`src/core/dac_port_cfg.svh`:
```
`ifndef DAC_PORT_CFG_SVH
`define DAC_PORT_CFG_SVH
`define SAMPLE_W 8
`define CODE_SPAN 9'h100
`define CODE_TOP 8'hff
`define CLK_PERIOD_NS 10
`define SLEEP_ENTER_NS 50
`define SLEEP_ENTER_CYC ((`SLEEP_ENTER_NS) / (`CLK_PERIOD_NS))
`define WAKE_US 5
`define WAKE_CYC (((`WAKE_US) * 1000) / (`CLK_PERIOD_NS))
`define MAX_RATE_MSPS 165
`define SAMPLE_RST 8'h00
`endif

```
`src/core/dac_port_pkg.sv`:
```
`default_nettype none
package dac_port_pkg;
	typedef enum logic [2:0] {
		CLK_SINGLE = 3'b001,
		CLK_DIFF = 3'b010,
		CLK_TERM = 3'b100
	} clk_mode_t;
	typedef enum logic [2:0] {
		PWR_RUN = 3'b001,
		PWR_DOWN = 3'b010,
		PWR_WAKE = 3'b100
	} pwr_state_t;
	typedef enum logic [1:0] {
		STRAP_GND = 2'h0,
		STRAP_VDD = 2'h1,
		STRAP_OPEN = 2'h2
	} strap_t;
endpackage : dac_port_pkg
`default_nettype wire

```
`src/core/dac_sample_input_port.sv`:
```
`timescale 1ns/1ps
`default_nettype none
`include "dac_port_cfg.svh"
// Function
// RULE_01: The sample word is 8-bit unsigned binary, top bit most significant, bottom bit least.
// RULE_02: An all-ones captured word drives the primary output to full scale.
// RULE_03: The complementary output carries the remainder of full scale for the code.
// RULE_04: The sample word is captured in edge-triggered registers, never a transparent latch.
// RULE_05: The output changes only on a rising clock edge and shows the latest captured word.
// RULE_06: The port supports up to 165 MSPS and the driver keeps within that rate.
// RULE_07: The driver may use any duty cycle meeting the minimum pulse width.
// RULE_08: The driver should change data on the falling edge of a 50% duty clock.
// RULE_09: The clock strap selects single-ended, differential, or terminated differential receiver mode.
// RULE_10: In single-ended mode the driver swings the positive clock rail to rail, negative left open.
// RULE_11: While sleep is one the output current is off and the device is in low power.
// RULE_12: Sleep is pulled down, so an unconnected sleep leaves the device converting.
// RULE_13: Power-down occurs within 50 ns of sleep and output is valid about 5 us after release.
// RULE_14: Primary current is code/256 of full scale, complementary is (255-code)/256 of full scale.
module dac_sample_input_port
	import dac_port_pkg::*;
#(
	parameter int unsigned WAKE_CYCLES = `WAKE_CYC
) (
	// Clock and reset
	input wire logic core_clk_i,
	input wire logic arst_n_i,
	// Sample stream from the driving logic
	input wire logic [`SAMPLE_W-1:0] sample_i,
	input wire logic sample_valid_i,
	output logic sample_ready_o,
	// Static controls from pins
	input wire logic [1:0] clock_receiver_strap_i,
	input wire logic sleep_i,
	input wire logic sleep_connected_i,
	// Converter drive
	output logic [`SAMPLE_W:0] primary_current_output_o,
	output logic [`SAMPLE_W:0] complementary_current_output_o,
	output logic output_valid_o,
	output logic powered_down_o,
	output logic [2:0] clock_mode_o
);
	localparam logic [2:0] ENTER_CYC = 3'(`SLEEP_ENTER_CYC);

	function automatic logic [`SAMPLE_W:0] primary_of(input logic [`SAMPLE_W-1:0] code);
		primary_of = {1'b0, code}; // [RULE_14] [RULE_02]
	endfunction : primary_of

	function automatic logic [`SAMPLE_W:0] compl_of(input logic [`SAMPLE_W-1:0] code);
		compl_of = {1'b0, `CODE_TOP - code}; // [RULE_14] [RULE_03]
	endfunction : compl_of

	// Pin synchronisers.
	// Straps and sleep are pins outside the clock domain; only the second flop feeds any decode.
	logic [1:0] strap_s1_r, strap_s2_r, strap_s1_nxt, strap_s2_nxt;
	logic sleep_s1_r, sleep_s2_r, sleep_s1_nxt, sleep_s2_nxt;
	always_comb begin
		strap_s1_nxt = clock_receiver_strap_i;
		strap_s2_nxt = strap_s1_r;
		// An open sleep pin reads as low because of the pull-down.
		sleep_s1_nxt = sleep_i & sleep_connected_i; // [RULE_12]
		sleep_s2_nxt = sleep_s1_r;
	end
	always_ff @(posedge core_clk_i or negedge arst_n_i) begin
		if (!arst_n_i) begin
			strap_s1_r <= 2'h0;
			strap_s2_r <= 2'h0;
			sleep_s1_r <= 1'b0;
			sleep_s2_r <= 1'b0;
		end else begin
			strap_s1_r <= strap_s1_nxt;
			strap_s2_r <= strap_s2_nxt;
			sleep_s1_r <= sleep_s1_nxt;
			sleep_s2_r <= sleep_s2_nxt;
		end
	end

	// Clock receiver mode.
	clk_mode_t mode_r, mode_nxt;
	always_comb begin
		case (strap_t'(strap_s2_r)) // [RULE_09]
			STRAP_GND: mode_nxt = CLK_SINGLE;
			STRAP_VDD: mode_nxt = CLK_DIFF;
			default: mode_nxt = CLK_TERM;
		endcase
	end
	always_ff @(posedge core_clk_i or negedge arst_n_i) begin
		if (!arst_n_i) begin
			mode_r <= CLK_SINGLE;
		end else begin
			mode_r <= mode_nxt;
		end
	end
	assign clock_mode_o = mode_r;

	// Power state: down quickly, back up after a long wake wait.
	// A sleep request during the wake wait returns to power-down, and the full wait starts again.
	pwr_state_t pwr_r, pwr_nxt;
	logic [31:0] cnt_r, cnt_nxt;
	always_comb begin
		pwr_nxt = pwr_r;
		cnt_nxt = cnt_r;
		case (pwr_r)
			PWR_RUN: begin
				if (sleep_s2_r) begin
					pwr_nxt = PWR_DOWN; // [RULE_11] [RULE_13]
				end
			end
			PWR_DOWN: begin
				if (!sleep_s2_r) begin
					pwr_nxt = PWR_WAKE;
					cnt_nxt = 32'd0;
				end
			end
			PWR_WAKE: begin
				if (sleep_s2_r) begin
					pwr_nxt = PWR_DOWN;
				end else if (cnt_r >= WAKE_CYCLES - 1) begin
					pwr_nxt = PWR_RUN; // [RULE_13]
				end else begin
					cnt_nxt = cnt_r + 32'd1;
				end
			end
			default: pwr_nxt = PWR_DOWN;
		endcase
	end
	always_ff @(posedge core_clk_i or negedge arst_n_i) begin
		if (!arst_n_i) begin
			pwr_r <= PWR_RUN;
			cnt_r <= 32'd0;
		end else begin
			pwr_r <= pwr_nxt;
			cnt_r <= cnt_nxt;
		end
	end

	// Two-entry skid buffer in the sample path; drained one word per edge while running.
	// Words offered while the converter sleeps are held; once two are held, ready drops and the driver stalls.
	logic [`SAMPLE_W-1:0] buf0_r, buf1_r, buf0_nxt, buf1_nxt;
	logic [1:0] fill_r, fill_nxt;
	logic drain;
	logic take;
	always_comb begin
		drain = (pwr_r == PWR_RUN) && (fill_r != 2'd0);
		sample_ready_o = (fill_r != 2'd2); // [RULE_06]
		take = sample_valid_i && sample_ready_o;
		buf0_nxt = buf0_r;
		buf1_nxt = buf1_r;
		fill_nxt = fill_r;
		case ({take, drain})
			2'b10: begin
				if (fill_r == 2'd0) begin
					buf0_nxt = sample_i;
				end else begin
					buf1_nxt = sample_i;
				end
				fill_nxt = fill_r + 2'd1;
			end
			2'b01: begin
				buf0_nxt = buf1_r;
				fill_nxt = fill_r - 2'd1;
			end
			2'b11: begin
				if (fill_r == 2'd1) begin
					buf0_nxt = sample_i;
				end else begin
					buf0_nxt = buf1_r;
					buf1_nxt = sample_i;
				end
			end
			default: begin
				fill_nxt = fill_r;
			end
		endcase
	end
	always_ff @(posedge core_clk_i or negedge arst_n_i) begin
		if (!arst_n_i) begin
			buf0_r <= `SAMPLE_RST;
			buf1_r <= `SAMPLE_RST;
			fill_r <= 2'd0;
		end else begin
			buf0_r <= buf0_nxt;
			buf1_r <= buf1_nxt;
			fill_r <= fill_nxt;
		end
	end

	// Edge-triggered capture register and output currents.
	// The currents follow the next power state, so they drop on the same edge that clears output_valid_o.
	// The powered-down flag is registered from the state and trails output_valid_o by one edge.
	logic [`SAMPLE_W-1:0] code_r, code_nxt;
	logic [`SAMPLE_W:0] pri_r, pri_nxt, cmp_r, cmp_nxt;
	logic [2:0] down_cnt_r, down_cnt_nxt;
	always_comb begin
		code_nxt = drain ? buf0_r : code_r; // [RULE_04] [RULE_05] [RULE_01]
		down_cnt_nxt = (pwr_r == PWR_RUN) ? 3'd0 : (down_cnt_r < ENTER_CYC ? down_cnt_r + 3'd1 : down_cnt_r);
		if (pwr_nxt != PWR_RUN) begin
			pri_nxt = '0; // [RULE_11]
			cmp_nxt = '0;
		end else begin
			pri_nxt = primary_of(code_nxt); // [RULE_02] [RULE_03]
			cmp_nxt = compl_of(code_nxt);
		end
	end
	always_ff @(posedge core_clk_i or negedge arst_n_i) begin
		if (!arst_n_i) begin
			code_r <= `SAMPLE_RST;
			pri_r <= '0;
			// Reset leaves the pair summing to full scale for the reset code.
			cmp_r <= {1'b0, `CODE_TOP - `SAMPLE_RST}; // [RULE_03]
			down_cnt_r <= 3'd0;
		end else begin
			code_r <= code_nxt;
			pri_r <= pri_nxt;
			cmp_r <= cmp_nxt;
			down_cnt_r <= down_cnt_nxt;
		end
	end
	assign primary_current_output_o = pri_r;
	assign complementary_current_output_o = cmp_r;
	assign output_valid_o = (pwr_r == PWR_RUN);
	assign powered_down_o = (down_cnt_r != 3'd0);
endmodule : dac_sample_input_port
`default_nettype wire
```
`config.mk`:
```
export PLATFORM = sky130hd
export DESIGN_NAME = dac_sample_input_port
export DESIGN_NICKNAME = d
export VERILOG_FILES = /design/src/core/dac_port_pkg.sv /design/src/core/dac_sample_input_port.sv
export VERILOG_INCLUDE_DIRS = /design/src /design/src/core
export SDC_FILE = /design/constraint.sdc
export NUM_CORES = 1
export LEC_CHECK = 0
export BUFFER_PORTS_ARGS = -buffer_cell sky130_fd_sc_hd__buf_2
export CAP_MARGIN = 10
export CELL_PAD_IN_SITES_DETAIL_PLACEMENT = 0
export CELL_PAD_IN_SITES_GLOBAL_PLACEMENT = 2
export CORE_MARGIN = 2
export CORE_UTILIZATION = 39
export DETAILED_ROUTE_END_ITERATION = 10
export GPL_ROUTABILITY_DRIVEN = 0
export GPL_TIMING_DRIVEN = 0
export PLACE_DENSITY_LB_ADDON = 0.08
export RECOVER_POWER = 25
export SYNTH_ARGS = -nofsm -noshare
export SYNTH_HDL_FRONTEND = slang
export SYNTH_SLANG_ARGS = --single-unit
```
`constraint.sdc`:
```
create_clock -name core_clk_i -period 3.3 [get_ports core_clk_i]
set_input_delay 0.165 -clock core_clk_i [delete_from_list [all_inputs] [get_ports core_clk_i]]
set_output_delay 0.165 -clock core_clk_i [all_outputs]
set_load 0.1 [all_outputs]
```
Word level (Yosys, flattened, before mapping)

Cells that the tools add are included.

Output and inout port bits: 24
Latch bits: 0
Input bits: 15
Memories kept: 0
Logic and storage cells: 74
Flip-flop bits (word level): 91
Memory bits (read-only): 0
Memory bits (writable): 0

Shifts and indexed selects: 0
$lt $le $gt $ge: 2
Equal/unequal tests: 16
Add/sub/neg operators: 5
Muxes and demuxes: 22
Reduce and logical (&&, ||, !) cells: 14
Bitwise logic cells: 1
Multiply operators: 0
Divide/modulo/power cells: 0

Operators by type and width:

| kind                                                                                 | number |
|---|---|
| 32-bit two-way mux                                                                   | 3 |
| 32-bit one-hot mux with 2 select lines                                               | 1 |
| 8-bit two-way mux                                                                    | 7 |
| 32-bit by 1-bit adder with 32-bit output, second input constant                      | 1 |
| 32-bit by 9-bit greater-or-equal comparator with 1-bit output, second input constant | 1 |
| 8-bit one-hot mux with 3 select lines                                                | 1 |
| 3-bit two-way mux                                                                    | 6 |
| 8-bit one-hot mux with 2 select lines                                                | 1 |
| 2-bit != test, second input constant                                                 | 7 |
| 2-bit nonzero test                                                                   | 5 |
| 3-bit one-hot mux with 3 select lines                                                | 1 |
| 8-bit subtractor, first input constant                                               | 1 |
| 2-bit by 1-bit == test with 1-bit output, second input constant                      | 3 |
| 3-bit one-hot mux with 2 select lines                                                | 1 |
| 3-bit nonzero test                                                                   | 2 |
| 2-bit == test, second input constant                                                 | 2 |
| 2-bit zero test                                                                      | 2 |
| 2-bit one-hot mux with 2 select lines                                                | 1 |
| 4-bit AND reduction                                                                  | 1 |
| 3-bit by 1-bit adder with 3-bit output, second input constant                        | 1 |
| 3-bit by 1-bit == test with 1-bit output, second input constant                      | 1 |
| 3-bit by 2-bit == test with 1-bit output, second input constant                      | 1 |
| 3-bit == test, second input constant                                                 | 1 |
| 3-bit < comparator, second input constant                                            | 1 |
| 7 further kinds                                                                      | 8 |

Longest topological paths before layout

Depth in word-level cells: 6
Gate-level depth with buffers: 10
Gate-level depth less buffers: 10

Least setup slack after synthesis

No wires, ideal clock.

Path type: register to register
Start: reg pwr_r[0]
End: reg buf1_r[0]
Path buffers: 2
Required time: 3,175 ps
Slack: -433 ps
Setup time: 125 ps
Stages on the path, launching flop included: 9
Data arrival time: 3,609 ps
Clock period less this slack: 3,733 ps
Path through: dfstp_2 buf_2 nor3b_2 and2b_1 buf_4 inv_1 ha_1 o211ai_1 mux2_2

Word-level cells in the longest chain between the ends: 5
Elaborated cells between the ends (all ways): 9
Those cells by class: eq/ne (5); mux (1); reduce/logical (3)

Ends and longest elaborated chain:

| element                                                       | line                         | source |
|---|---|---|
| start, declared                                               | dac_sample_input_port.sv:97  | `pwr_state_t pwr_r, pwr_nxt;` |
| start signal, assigned                                        | dac_sample_input_port.sv:131 | `pwr_r <= pwr_nxt;` |
| 3-bit by 1-bit == test with 1-bit output (*)                  | n/a                          |  |
| via output_valid_o                                            | dac_sample_input_port.sv:38  | `output logic output_valid_o,` |
| 1-bit logical AND (*)                                         | dac_sample_input_port.sv:143 | `drain = (pwr_r == PWR_RUN) && (fill_r != 2'd0);` |
| 2-bit == test                                                 | dac_sample_input_port.sv:149 | `case ({take, drain})` |
| 2-bit != test (no line) or 2-bit nonzero test (tied branches) | n/a                          |  |
| 3-bit AND reduction (no line)                                 | n/a                          |  |
| end signal, assigned                                          | dac_sample_input_port.sv:178 | `` buf1_r <= `SAMPLE_RST; `` |
| end signal, assigned                                          | dac_sample_input_port.sv:182 | `buf1_r <= buf1_nxt;` |
| end, declared                                                 | dac_sample_input_port.sv:138 | `` logic [`SAMPLE_W-1:0] buf0_r, buf1_r, buf0_nxt, buf1_nxt; `` |

The timed path passes the listed nets; every way through them passes the cells marked *.
A chain may end at the register's enable or synchronous reset.

Worst setup path after layout

Start: reg pwr_r[0]
End: reg buf1_r[1]

Word-level cells in the longest chain between the ends: 5
Elaborated cells between the ends (all ways): 9
Those cells by class: eq/ne (5); mux (1); reduce/logical (3)

Ends and longest elaborated chain:

| element                                                       | line |
|---|---|
| 3-bit by 1-bit == test with 1-bit output (*)                  | dac_sample_input_port.sv:143 |
| 1-bit logical AND (*)                                         | dac_sample_input_port.sv:143 |
| 2-bit == test                                                 | dac_sample_input_port.sv:149 |
| 2-bit != test (no line) or 2-bit nonzero test (tied branches) | n/a |
| 3-bit AND reduction (no line)                                 | n/a |

Mark *: on every way between the ends. The rest lies on a longest branch, timed or not.

==> results.cfg <==
[grt]
antenna_found_initial = 0
grt_pass1_vias = 2296
grt_pass1_wl_mm = 11.2
grt_max_degree = 64
gr-usage-all-layers_pct = 14.4
grt_remaining_overflow = 0

[yosys]
synth_cell_types = 49
synthTopCellsByArea = dfrtp_1, dfstp_2, and2_1, mux2_2, ha_1
yosysSeqAreaShare_pct = 62.9
netlist_area_um2 = 3560
synth_seq_cells = 89
syn_area_per_cell_um2 = 12.5
synthesis.instances = 285
synth_warnings = 0
yosysTopAreaCellShare_pct = 55.6
synth_edf_count = 0
yosysTopAreaCell = dfrtp_1
async_flop_share_pct = 100
synth_ff_type = dfrtp_1

[sta]
min_period_over_period_pct = 88.8
rsz0062_at_grt = no
final.min_clock_period_ns = 2.93
finalSetupViolCount = 0
max_freq_mhz = 341
fin_skew_ns = 0.00497
slew_headroom_pct = -10.4
hold_viol_final = 0
whs_ns = 0.0176
worstMarginPinSlew_ns = 1.66
drv_slew = 27
finalSetupTns_ns = 0

[layout]
drive_gt1_share_pct = 27.4
syn_to_final_growth_pct = 16.6
postLayoutCellArea_um2 = 4150
layout_commonest_cell = dfrtp_1
final_util_pct = 47.1
mostFrequentLayoutCells = dfrtp_1, buf_2, and2_1
n_antenna_cell = 0
fin_cells = 451
finish.net_count = 362

[worst_setup_path]
cp_max_fo = 11
crit_path_end_kind = flop
required_ns = 3.54
crit_type = flop to flop
crit_arrival_ns = 3.17
startpoint_type = flop

[placed_design]
dpl.cell_count = 432
dpl-instance-area_um2 = 3920
dp_hpwl_mm = 4.30
portBuffers = 36

[route]
drtAntennaViolNets = 0
wl_met3_um = 290
wl_per_cell_um = 13.9
drtIter0Drc = 81
post-route-drc-count = 0
met2_length_mm = 2.62
vias = 2165
drt-total-wl_mm = 6.25
topRoutingLayerUsed = met4
wl_met1_mm = 3.24
via_per_inst = 4.80
dr.pass1.iters = 4

[clocking]
postCtsSetupRepairBufs = 0
cts_buffer_depth = 2
htreeDepth = 3
clock_latency_ns = 0.35
root_buffer = clkbuf_8
cts_tree = yes
cts_made_buffers = 9
cts.reportedPaths.clkPinSlew_ns = 0.08
clock_sinks = 89

[die]
ios = 39
die_y_um = 99.5
start_util_pct = 40.4
die_w_um = 99.5
num_rows = 34
coreArea_um2 = 8810
die_area_um2 = 9900

[power]
p_leak_nw = 2.05
power_density_nw_per_um2 = 621
peakVddDrop_mv = 0.270

[hold_path]
hp-class = primary input to flop

[outcome]
violations = max-capacitance violations, max-slew violations
status = finished, violations left

[run]
cap_violations = 1
cells in the mapped netlist (2+ instances only):
cell and instances:
dfrtp_1 79, and2_1 32, nor2_1 22, nand2_1 18, a21oi_1 16, mux2_2 16, inv_1 11, dfstp_2 10
ha_1 9, a22oi_1 8, o21ai_0 6, clkbuf_1 4, buf_4 3, nor2b_1 3, nor3_1 3, nor4_1 3
or3_1 3, and3_1 2, and4_1 2, mux2i_1 2, nand3_1 2, o211ai_1 2, or4_4 2, xnor2_1 2
per-stage QoR:
step                      total power [W]  setup WS (ns)
after global routing              0.00274          0.125
after floorplan                   0.00170        0.00140
after detailed placement          0.00185          0.336
after CTS                         0.00262          0.329
final                             0.00258          0.369
after global placement            0.00182          0.354
registers in the layout, summed over array words and instances, names as in the netlist:
signal	flops
buf0_r	8
buf1_r	8
clock_mode_o	3
cnt_r	32
code_r	8
complementary_current_output_o	8
down_cnt_r	3
fill_r	2
primary_current_output_o	8
pwr_r	3
sleep_s1_r	1
sleep_s2_r	1
strap_s1_r	2
strap_s2_r	2
layer usage:
metal | global-route usage (%) | up-vias
met2 | 21.2 | 47
met1 | 20.3 | 1035
met4 | 6.01 | 0
met3 | 3.65 | 8
li1 | - | 1075
met5 | 0 | -
layout make-up:
type | instances | area [µm²]
sequential | 89 | 2240
fill | 812 | 4660
timing repair buffer | 41 | 240
tap | 108 | 135
multi-input combinational | 177 | 1240
buffer | 8 | 42.5
clock buffer | 11 | 151
clock inverter | 5 | 53.8
inverter | 12 | 45.0
critical path, cell delays in order (launching register included):
cell      delay [ns]
dfstp_2         0.52
buf_2           0.19
nor3b_4         0.30
and2b_1         0.24
buf_4           0.22
inv_1           0.06
ha_1            0.18
o211ai_1        0.69
mux2_2          0.41
report_power, final:
part / switching [W] / total [W] / internal, W
Sequential: 0.000100 / 0.00133 / 0.00123
Combinational: 0.000294 / 0.000482 / 0.000188
Clock: 0.000374 / 0.000763 / 0.000389
repair_timing:
item,4_1_cts,5_1_grt
gates resized for setup,0,0
hold endpoints to repair,27,0
setup endpoints to repair,0,0
hold buffers,3,0
cell families (layout without fill, tap and decap cells):
family / count (synthesis) / after routing / share of synthesized area (%)
flops: 89 / 89 / 62.9
fa+ha+maj: 9 / 9 / 3.16
compound gates: 40 / 40 / 7.49
buf+inv: 20 / 77 / 2.46
other cells: 1 / 2 / 0.105
simple gates: 105 / 105 / 17.5
mux: 18 / 18 / 5.63
xor+xnor: 3 / 3 / 0.739
path summary, 6_finish.rpt:
| check | from | slack, ns | endpoint | cells after the start |
|---|---|---|---|---|
| max | pwr_r[0] | 0.37 | buf1_r[1] | 8 |
| min | sleep_connected_i | 0.02 | sleep_s1_r | 2 |
| max reg2reg | pwr_r[0] | 0.37 | buf1_r[1] | 8 |
| min reg2reg | strap_s1_r[0] | 0.36 | strap_s2_r[0] | 0 |
| max in group asynchronous | arst_n_i | 1.48 | complementary_current_output_o[4] | 3 |
| min in group asynchronous | arst_n_i | 0.77 | fill_r[0] | 2 |
Note: power is estimated with default switching activity, not from simulation.
